## config.mk

```make
export PLATFORM = sky130hd
export DESIGN_NAME = vacuum_condition_monitor
export DESIGN_NICKNAME = d
export VERILOG_FILES = /design/src/rtl/vcm_pkg.sv /design/src/rtl/vacuum_condition_monitor.sv
export VERILOG_INCLUDE_DIRS = /design/src /design/src/rtl
export SDC_FILE = /design/constraint.sdc
export NUM_CORES = 1
export LEC_CHECK = 0
export BUFFER_PORTS_ARGS = -buffer_cell sky130_fd_sc_hd__buf_2
export CORE_UTILIZATION = 24
export CTS_CLUSTER_SIZE = 40
export DETAILED_ROUTE_END_ITERATION = 12
export SYNTH_ARGS = -nofsm -noshare
export SYNTH_HDL_FRONTEND = slang
export SYNTH_SLANG_ARGS = --single-unit
```

## constraint.sdc

```tcl
create_clock -name clk_sys -period 25.9 [get_ports clk_sys]
set_input_delay 5.18 -clock clk_sys [delete_from_list [all_inputs] [get_ports clk_sys]]
set_output_delay 5.18 -clock clk_sys [all_outputs]
set_load 0.05 [all_outputs]
```

## src/rtl/vcm_defs.svh

```systemverilog
// Constants of the vacuum condition monitor: parameter indices, bits, limits, timing.
// Assumes a 20 MHz system clock; values arrive already digitised on that clock.
// Overview of operation
// [RULE1] Over six valve switchings in 3 s: continuous suction
// [RULE2] That trip raises warning and status bit
// [RULE3] Evacuation over limit: warning, light yellow
// [RULE4] Leakage measured in control mode, readable
// [RULE5] Low leakage: fall to reset, resume quietly
// [RULE6] High leakage: warning, light yellow
// [RULE7] Leakage limit 1..9999; zero disables warning
// [RULE8] Sample dynamic pressure at cycle start
// [RULE9] Dynamic pressure in band: warning, light yellow
// [RULE10] Both supply voltages readable separately
// [RULE11] Supply out of range: error, status, event
// [RULE12] No system pressure given: assume optimum
// [RULE13] Warnings and errors sent as events
// [RULE14] Cycle start clears leakage and quality averages
// [RULE15] Quality percent falls as leakage rises
// [RULE16] Performance zero on high or null pressure
// [RULE17] Warning bits 0..4 fixed, rest reserved
// [RULE18] Sliding 3 s window catches seven switchings
`ifndef VCM_DEFS_SVH
`define VCM_DEFS_SVH
`define IDX_SENSOR_SUPPLY 16'h0042
`define IDX_ACTUATOR_SUPPLY 16'h0043
`define IDX_LEAK_LIMIT 16'h006C
`define IDX_LEAK_FLOW 16'h00A0
`define IDX_QUALITY 16'h00A2
`define IDX_PERFORMANCE 16'h00A3
`define CM_VALVE 0
`define CM_EVAC 1
`define CM_LEAK 2
`define CM_SWITCH 3
`define CM_DYN 4
`define LEAK_LIMIT_RST 16'h0000
`define LEAK_LIMIT_MAX 16'h270F
`define CLK_NS 32'h32
`define MS_NS 32'hF4240
`define SW_WIN_MS 12'hBB8
`define AGE_SAT 12'hFFF
`define DYN_SAMPLE_MS 8'h14
`define SUP_MIN_MV 16'h4FB0
`define SUP_MAX_MV 16'h6BD0
`define OPT_PRESSURE 16'h1770
`define AVG_SHIFT 3
`define QUAL_SHIFT 6
`define PERF_SHIFT 3
`define PCT_FULL 8'h64
`endif

```

## src/rtl/vcm_pkg.sv

```systemverilog
// Types shared by the vacuum condition monitor.
// Pressures in mbar, unsigned 16 bit.
package vcm_pkg;
  typedef enum logic [2:0] {ST_IDLE = 3'b001, ST_SUCK = 3'b010, ST_HOLD = 3'b100} state_e;
  typedef enum logic [2:0] {LT_GREEN = 3'b001, LT_YELLOW = 3'b010, LT_RED = 3'b100} light_e;
  typedef struct packed {
    logic [15:0] vacuum_switch_threshold;
    logic [15:0] vacuum_reset_threshold;
    logic [15:0] part_present_on_threshold;
    logic [15:0] part_present_off_threshold;
  } thr_s;
endpackage

```

## src/rtl/vacuum_condition_monitor.sv

```systemverilog
// Condition monitor of one vacuum component: valve guard, leakage, ratings, supplies.
// Inputs come from logic on clk_sys (ADC, IO-Link stack); none need synchronising.
`timescale 1ns/10ps
`include "vcm_defs.svh"
module vacuum_condition_monitor #(
  parameter int CYC_PER_MS = `MS_NS / `CLK_NS
) (
  // Clock and reset
  input wire logic clk_sys,
  input wire logic rst,
  // Suction control and measurements
  input wire logic suction_on,
  input wire logic air_save_en,
  input wire logic control_mode,
  input wire logic [15:0] vacuum_mbar,
  input wire vcm_pkg::thr_s thr,
  input wire logic [15:0] evacuation_interval,
  input wire logic [15:0] sys_pressure,
  input wire logic sys_pressure_valid,
  input wire logic [15:0] sensor_supply,
  input wire logic [15:0] actuator_supply,
  // Parameter access from the IO-Link stack
  input wire logic [15:0] param_index,
  input wire logic param_wr,
  input wire logic [15:0] param_wdata,
  output logic [15:0] param_rdata,
  // Status
  output logic pilot_valve,
  output logic [15:0] cm_word,
  output logic device_error,
  output vcm_pkg::light_e status_light,
  output logic event_valid,
  output logic [2:0] event_code
);
  import vcm_pkg::*;

  function automatic logic [15:0] sat_sub(input logic [15:0] a, input logic [15:0] b);
    sat_sub = (a > b) ? 16'(a - b) : 16'h0000;
  endfunction

  state_e state_q;
  light_e light_q;
  logic [14:0] ms_cnt_q;
  logic tick, suction_q, start, stop, valve_q, toggle, trip, prot_q;
  logic [11:0] age_q [0:5];
  logic [4:0] cm_q;
  logic sw_seen_q, pp_seen_q, evac_run_q, dyn_done_q, err_q, err_in;
  logic [15:0] evac_ms_q, dyn_q, leak_q, last_vac_q, limit_q, eff_p, drop, leak_smp;
  logic [7:0] dyn_ms_q, qual_q, perf_q, q_inst;
  logic [31:0] leak_prod;
  logic [16:0] leak_step;
  logic [8:0] qual_step;
  logic [5:0] flags_q, pend_q, sent;
  logic [2:0] pick;
  logic pick_ok;

  // Millisecond time base
  assign tick = (ms_cnt_q == 15'(CYC_PER_MS - 1));
  always_ff @(posedge clk_sys)
  begin
    if (rst || tick)
      ms_cnt_q <= 15'h0000;
    else
      ms_cnt_q <= 15'(ms_cnt_q + 15'h0001);
  end

  // Suction command edges bound each cycle
  assign start = suction_on & ~suction_q;
  assign stop = ~suction_on & suction_q;
  always_ff @(posedge clk_sys)
  begin
    if (rst)
      suction_q <= 1'b0;
    else
      suction_q <= suction_on;
  end

  // Suction control; air saving stops once protection has tripped
  always_ff @(posedge clk_sys)
  begin
    if (rst)
      state_q <= ST_IDLE;
    else
    begin
      case (state_q)
        ST_IDLE:
          if (start)
            state_q <= ST_SUCK;
        ST_SUCK:
          if (!suction_on)
            state_q <= ST_IDLE;
          else if (air_save_en && !prot_q && vacuum_mbar >= thr.vacuum_switch_threshold)
            state_q <= ST_HOLD; // [RULE1]
        ST_HOLD:
          if (!suction_on)
            state_q <= ST_IDLE;
          else if (prot_q || vacuum_mbar <= thr.vacuum_reset_threshold)
            state_q <= ST_SUCK; // [RULE1] [RULE5]
        default:
          state_q <= ST_IDLE;
      endcase
    end
  end
  assign pilot_valve = (state_q == ST_SUCK);

  // Switching history: age in ms of the last six valve transitions
  assign toggle = pilot_valve ^ valve_q;
  assign trip = toggle && (age_q[5] < `SW_WIN_MS); // [RULE18]
  always_ff @(posedge clk_sys)
  begin
    if (rst)
      valve_q <= 1'b0;
    else
      valve_q <= pilot_valve;
  end
  for (genvar i = 0; i < 6; i++)
  begin : g_age
    always_ff @(posedge clk_sys)
    begin
      if (rst)
        age_q[i] <= `AGE_SAT;
      else if (toggle)
        age_q[i] <= (i == 0) ? 12'h000 : age_q[(i == 0) ? 0 : i - 1]; // [RULE18]
      else if (tick && age_q[i] != `AGE_SAT)
        age_q[i] <= 12'(age_q[i] + 12'h001);
    end
  end

  // Protection stays latched until reset: suction must not pulse again
  always_ff @(posedge clk_sys)
  begin
    if (rst)
      prot_q <= 1'b0;
    else if (trip)
      prot_q <= 1'b1; // [RULE1]
  end

  // Evacuation timing from part-present to switch threshold; cleared at stop too,
  // so a timer left running in idle cannot re-arm the warning as the next cycle starts
  always_ff @(posedge clk_sys)
  begin
    if (rst || start || stop)
    begin
      sw_seen_q <= 1'b0;
      pp_seen_q <= 1'b0;
      evac_run_q <= 1'b0;
      evac_ms_q <= 16'h0000;
    end
    else if (state_q != ST_IDLE)
    begin
      if (vacuum_mbar >= thr.vacuum_switch_threshold)
      begin
        sw_seen_q <= 1'b1;
        evac_run_q <= 1'b0;
      end
      else if (!pp_seen_q && vacuum_mbar >= thr.part_present_on_threshold)
      begin
        pp_seen_q <= 1'b1;
        evac_run_q <= 1'b1; // [RULE3]
      end
      if (evac_run_q && tick && evac_ms_q != 16'hFFFF)
        evac_ms_q <= 16'(evac_ms_q + 16'h0001);
    end
  end

  // Dynamic pressure taken early in the cycle while still below switch point
  always_ff @(posedge clk_sys)
  begin
    if (rst || start)
    begin
      dyn_ms_q <= 8'h00;
      dyn_done_q <= 1'b0;
      dyn_q <= 16'h0000;
    end
    else if (state_q != ST_IDLE && !dyn_done_q)
    begin
      if (tick)
        dyn_ms_q <= 8'(dyn_ms_q + 8'h01);
      if (dyn_ms_q == `DYN_SAMPLE_MS)
      begin
        dyn_done_q <= 1'b1;
        if (!sw_seen_q)
          dyn_q <= vacuum_mbar; // [RULE8]
      end
    end
  end

  // Leakage from vacuum decay while the valve rests, scaled by system pressure
  assign eff_p = sys_pressure_valid ? sys_pressure : `OPT_PRESSURE; // [RULE12]
  assign drop = sat_sub(last_vac_q, vacuum_mbar);
  assign leak_prod = drop * eff_p;
  assign leak_smp = (|leak_prod[31:24]) ? 16'hFFFF : leak_prod[23:8];
  assign leak_step = 17'($signed({1'b0, leak_smp} - {1'b0, leak_q}) >>> `AVG_SHIFT);
  assign q_inst = (leak_q[15:`QUAL_SHIFT] >= 10'(`PCT_FULL)) ? 8'h00
    : 8'(`PCT_FULL - 8'(leak_q[15:`QUAL_SHIFT])); // [RULE15]
  assign qual_step = 9'($signed({1'b0, q_inst} - {1'b0, qual_q}) >>> `AVG_SHIFT);
  always_ff @(posedge clk_sys)
  begin
    if (rst || start)
    begin
      leak_q <= 16'h0000; // [RULE14]
      qual_q <= 8'h00;
      last_vac_q <= vacuum_mbar;
    end
    else if (tick)
    begin
      last_vac_q <= vacuum_mbar;
      if (state_q == ST_HOLD && control_mode)
      begin
        leak_q <= 16'({1'b0, leak_q} + leak_step); // [RULE4] [RULE14]
        qual_q <= 8'({1'b0, qual_q} + qual_step); // [RULE15]
      end
    end
  end

  // Performance fixed when suction ends; a missing sample reads as zero
  always_ff @(posedge clk_sys)
  begin
    if (rst)
      perf_q <= 8'h00;
    else if (stop)
    begin
      if (dyn_q == 16'h0000 || dyn_q > thr.part_present_on_threshold)
        perf_q <= 8'h00; // [RULE16]
      else if (dyn_q[15:`PERF_SHIFT] >= 13'(`PCT_FULL))
        perf_q <= 8'h00;
      else
        perf_q <= 8'(`PCT_FULL - 8'(dyn_q[15:`PERF_SHIFT]));
    end
  end

  // Warning bits 1..4 cleared only as a new cycle starts, so no set is lost; bit 0 follows the protection latch
  always_ff @(posedge clk_sys)
  begin
    if (rst)
      cm_q <= 5'h00;
    else
    begin
      if (start)
        cm_q[4:1] <= 4'h0;
      cm_q[`CM_VALVE] <= prot_q | trip; // [RULE2] [RULE17]
      if (evac_run_q && evac_ms_q > evacuation_interval)
        cm_q[`CM_EVAC] <= 1'b1; // [RULE3]
      if (tick && state_q == ST_HOLD && control_mode && limit_q != 16'h0000 && leak_q > limit_q)
        cm_q[`CM_LEAK] <= 1'b1; // [RULE6] [RULE7]
      if (stop && !sw_seen_q)
        cm_q[`CM_SWITCH] <= 1'b1;
      if (!dyn_done_q && state_q != ST_IDLE && dyn_ms_q == `DYN_SAMPLE_MS && !sw_seen_q
          && vacuum_mbar > sat_sub(thr.part_present_on_threshold, thr.part_present_off_threshold)
          && vacuum_mbar < thr.vacuum_switch_threshold)
        cm_q[`CM_DYN] <= 1'b1; // [RULE9]
    end
  end
  assign cm_word = {11'h000, cm_q}; // [RULE17]

  // Supply supervision and status light
  assign err_in = sensor_supply < `SUP_MIN_MV || sensor_supply > `SUP_MAX_MV
    || actuator_supply < `SUP_MIN_MV || actuator_supply > `SUP_MAX_MV;
  always_ff @(posedge clk_sys)
  begin
    if (rst)
    begin
      err_q <= 1'b0;
      light_q <= LT_GREEN;
    end
    else
    begin
      err_q <= err_in; // [RULE11]
      light_q <= err_q ? LT_RED : (|cm_q ? LT_YELLOW : LT_GREEN); // [RULE3] [RULE6] [RULE9] [RULE11]
    end
  end
  assign device_error = err_q;
  assign status_light = light_q;

  // Event queue: each rising flag waits until sent, lowest bit first
  always_comb
  begin
    pick = 3'h0;
    pick_ok = 1'b0;
    for (int k = 5; k >= 0; k--)
      if (pend_q[k])
      begin
        pick = 3'(k);
        pick_ok = 1'b1;
      end
  end
  assign sent = pick_ok ? (6'h01 << pick) : 6'h00;
  always_ff @(posedge clk_sys)
  begin
    if (rst)
    begin
      flags_q <= 6'h00;
      pend_q <= 6'h00;
      event_valid <= 1'b0;
      event_code <= 3'h0;
    end
    else
    begin
      flags_q <= {err_q, cm_q};
      pend_q <= (pend_q & ~sent) | ({err_q, cm_q} & ~flags_q); // [RULE13]
      event_valid <= pick_ok;
      event_code <= pick;
    end
  end

  // Parameter access; out-of-range limits are ignored
  always_ff @(posedge clk_sys)
  begin
    if (rst)
      limit_q <= `LEAK_LIMIT_RST;
    else if (param_wr && param_index == `IDX_LEAK_LIMIT && param_wdata <= `LEAK_LIMIT_MAX)
      limit_q <= param_wdata; // [RULE7]
  end
  always_ff @(posedge clk_sys)
  begin
    if (rst)
      param_rdata <= 16'h0000;
    else
    begin
      case (param_index)
        `IDX_SENSOR_SUPPLY: param_rdata <= sensor_supply; // [RULE10]
        `IDX_ACTUATOR_SUPPLY: param_rdata <= actuator_supply; // [RULE10]
        `IDX_LEAK_LIMIT: param_rdata <= limit_q;
        `IDX_LEAK_FLOW: param_rdata <= leak_q; // [RULE4]
        `IDX_QUALITY: param_rdata <= {8'h00, qual_q};
        `IDX_PERFORMANCE: param_rdata <= {8'h00, perf_q};
        default: param_rdata <= 16'h0000;
      endcase
    end
  end

  // Checks
  valve_trip_a: assert property (@(posedge clk_sys) disable iff (rst) trip |=> prot_q && cm_q[0]) // [RULE1]
    else $error("valve protection not latched");
  no_saving_a: assert property (@(posedge clk_sys) disable iff (rst) prot_q && $past(prot_q) |-> state_q != ST_HOLD) // [RULE1]
    else $error("air saving after protection");
  prot_bit_a: assert property (@(posedge clk_sys) disable iff (rst) $rose(prot_q) |-> cm_word[0]) // [RULE2]
    else $error("protection bit missing");
  evac_warn_a: assert property (@(posedge clk_sys) disable iff (rst)
    evac_run_q && evac_ms_q > evacuation_interval |=> cm_q[1] ##1 light_q != LT_GREEN) // [RULE3]
    else $error("evacuation warning missing");
  leak_zero_a: assert property (@(posedge clk_sys) disable iff (rst) limit_q == 16'h0000 |=> !$rose(cm_q[2])) // [RULE7]
    else $error("leak warning with zero limit");
  limit_range_a: assert property (@(posedge clk_sys) disable iff (rst) limit_q <= `LEAK_LIMIT_MAX) // [RULE7]
    else $error("leak limit out of range");
  cycle_clear_a: assert property (@(posedge clk_sys) disable iff (rst) start |=> leak_q == 16'h0000 && qual_q == 8'h00) // [RULE14]
    else $error("cycle start did not clear averages");
  perf_zero_a: assert property (@(posedge clk_sys) disable iff (rst) stop && dyn_q == 16'h0000 |=> perf_q == 8'h00) // [RULE16]
    else $error("performance not zero");
  supply_err_a: assert property (@(posedge clk_sys) disable iff (rst) err_in |=> device_error ##1 light_q == LT_RED) // [RULE11]
    else $error("supply error not shown");
  event_out_a: assert property (@(posedge clk_sys) disable iff (rst) $rose(err_q) |-> ##[1:7] event_valid) // [RULE13]
    else $error("event not sent");
  trip_c: cover property (@(posedge clk_sys) disable iff (rst) trip);
  hold_c: cover property (@(posedge clk_sys) disable iff (rst) state_q == ST_HOLD ##1 state_q == ST_SUCK);
  leak_c: cover property (@(posedge clk_sys) disable iff (rst) $rose(cm_q[2]));
  event_c: cover property (@(posedge clk_sys) disable iff (rst) event_valid && event_code == 3'h5);
endmodule

```

==> flow_summary.toml <==
[synthesis]
synth_cell_type_count = 82
ys_seq_elements = 241
synth_top_area_cell = "fa_1"
ys_async_sr_fraction_pct = 0
yosysTopAreaCellShare_pct = 15.1
synth_seq_area_share_pct = 21.9
ys.flop_type = "dfxtp_1"
yosysMostFrequentCell = "inv_1"
synth_edf_count = 88
synthCells = 3132
yosysWarnings = 0
avgSynthCellArea_um2 = 8.33
synthTopCellsByArea = "fa_1, ha_1, dfxtp_1"
synth_area_mm2 = 0.0261
synth_common_cells = "inv_1, nor2_1, nand2_1"

[worst_setup_path]
cp_max_fo = 35
timing.critical_path.mode_cell = "fa_1"
required_ns = 26.41
worstPathArrival_ns = 19.23
cp-start-kind = "primary input"
crit_type = "primary input to flip-flop"
worst_path_largest_cell_delay_ns = 0.84
crit_slowest_cell = "a21boi_2"
worst_setup_path_end_kind = "flip-flop"

[pwr]
ir_drop_mv = 0.135
power_density_mw_per_mm2 = 99.1
power.total_mw = 2.92
p_leak_nw = 12.7

[timing]
rsz0062_at_grt = "false"
hold_slack_ns = 0.385
fin_crit_ns = 18.73
fin_crit_sh_pct = 72.3
hold_viol_final = 0
fmax_ghz = 0.0534
fin_ws_ns = 7.17
drv_slew = 0
finClkSkew_ns = 0.0376
slew_headroom_pct = 19.8
tns_ns = 0
tightest_slew_ns = 1.20
setup_viol = 0

[layout]
fillerInstances = 11600
area_growth_pct = 13.1
drive_gt1_share_pct = 9.59
nets = 3968
postLayoutCellArea_mm2 = 0.0295

[drt]
wl_per_cell_um = 18.1
drc = 0
vias_per_cell = 4.81
vias = 22600
dr.pass1.iters = 6
drt_iter0_drc = 1700
ant_nets = 0
routed_wl_um = 85500

[grt]
gr-usage-met3_pct = 3.21
antenna_found_initial = 26
grt_busiest_layer = "met2"
grtUsageMet2_pct = 25.6
grt_usage_pct = 15.4
grt_pass1_wl_um = 133000
use_met1_pct = 20.2
grt_pass1_vias = 22700
grt_max_degree = 62
globalRouteOverflowTotal = 0

[die]
chipWidth_um = 332
core-area_mm2 = 0.107
start_util_pct = 24.3
num_rows = 120
io_pins = 224
die_h_um = 332
die-area_mm2 = 0.110

[clocking]
clk_latency_ns = 0.58
clock_path_buffers = 3
cts.sinks = 241
cts_made_buffers = 27
root_buffer = "clkbuf_16"
htreeDepth = 1
cts_resized = 0
clkTransAtPathRegs_ns = 0.06
cts_tree = "yes"
cts_hold_buf = 0
postCtsSetupBuffers = 0

[place]
gp_congestion = 0.935
port_buffers = 212
dpl_worst_slack_ns = 6.85
place_hpwl_um = 71200
placed_area_mm2 = 0.0286

[run_status]
status = "completed"

[min_path]
min_path_type = "flip-flop to flip-flop"

[flow_run]
cap_violations = 0
## metrics by stage
step | cells | utilization (%)
after global placement | 4660 | 26.6
after CTS | 4710 | 27.5
after global routing | 4711 | 27.5
after detailed placement | 4660 | 26.6
after floorplan | 3143 | -
final | 4713 | 27.5
## logic make-up after synthesis
logic type	after synthesis	share of synthesized area, %
and+or+nand+nor	1075	19.5
xor gates and xnor gates	165	5.54
DFF	241	21.9
muxes	52	2.08
buffers and inverters	542	8.06
other	1	0.0144
adders and majority gates	499	29.6
AOI/OAI and AO/OA	557	13.3
## flip-flops by register name (all words and copies together) (netlist names), 3 cells and up
signal        flops
param_rdata      16
limit_q          16
ms_cnt_q         15
qual_q            8
age_q            72
state_q           3
leak_q           16
flags_q           5
status_light      3
dyn_ms_q          8
evac_ms_q        16
last_vac_q       16
event_code        3
dyn_q            16
pend_q            6
cm_q              5
perf_q            8
## cell usage in the layout (no fill, tap or decap), types with 91 or more instances in the layout
master   netlist  routed
inv_1        427     427
nor2_1       349     349
nand2_1      315     314
ha_1         302     302
a21oi_1      232     232
buf_2          7     212
fa_1         197     197
dfxtp_1      153     153
xnor2_1       98      98
o21ai_0       91      91
## where the power goes
group          leakage [nW]  internal [mW]  switching, mW
clock network         0.433          0.228          0.172
registers              1.89          0.397        0.00274
logic                  10.4          0.763           1.36
total                  12.7           1.39           1.54
## layout make-up
type,count,area [um^2],area share (%)
flip-flops and latches,241,5710,19.3
well taps,1403,1760,5.95
repair buffers,228,1180,4.00
clock inverters,18,210,0.712
multi-input cells,2360,18300,62.1
inverters,428,1610,5.44
clock buffers,32,704,2.39
diodes,3,7.51,0.0254
## critical path: cells and delay by family
family / cells / cell delay [ns]
compound gates: 21 / 5.61
simple gates: 10 / 3.02
mux: 2 / 0.36
xor+xnor: 1 / 0.15
buf+inv: 5 / 0.42
fa+ha+maj: 10 / 4.44
## final timing paths
path	start	end	slack, ns	depth (start not counted)
setup reg to reg	last_vac_q[0]$_DFFE_PP_	leak_q[15]$_SDFFE_PP0P_	11.69	55
hold / removal	flags_q[0]$_SDFF_PP0_	pend_q[0]$_SDFF_PP0_	0.39	1
setup / recovery	vacuum_mbar[12]	leak_q[15]$_SDFFE_PP0P_	7.17	49
hold reg to reg	flags_q[0]$_SDFF_PP0_	pend_q[0]$_SDFF_PP0_	0.39	1
## routing by layer
| layer | vias to the layer above | wire (um) |
|---|---|---|
| met5 | - | 153 |
| met4 | 26 | 1980 |
| met3 | 126 | 6790 |
| met2 | 692 | 39100 |
| met1 | 11000 | 37400 |
| li1 | 10800 | - |
No activity file was read; power rests on OpenSTA's default activity.
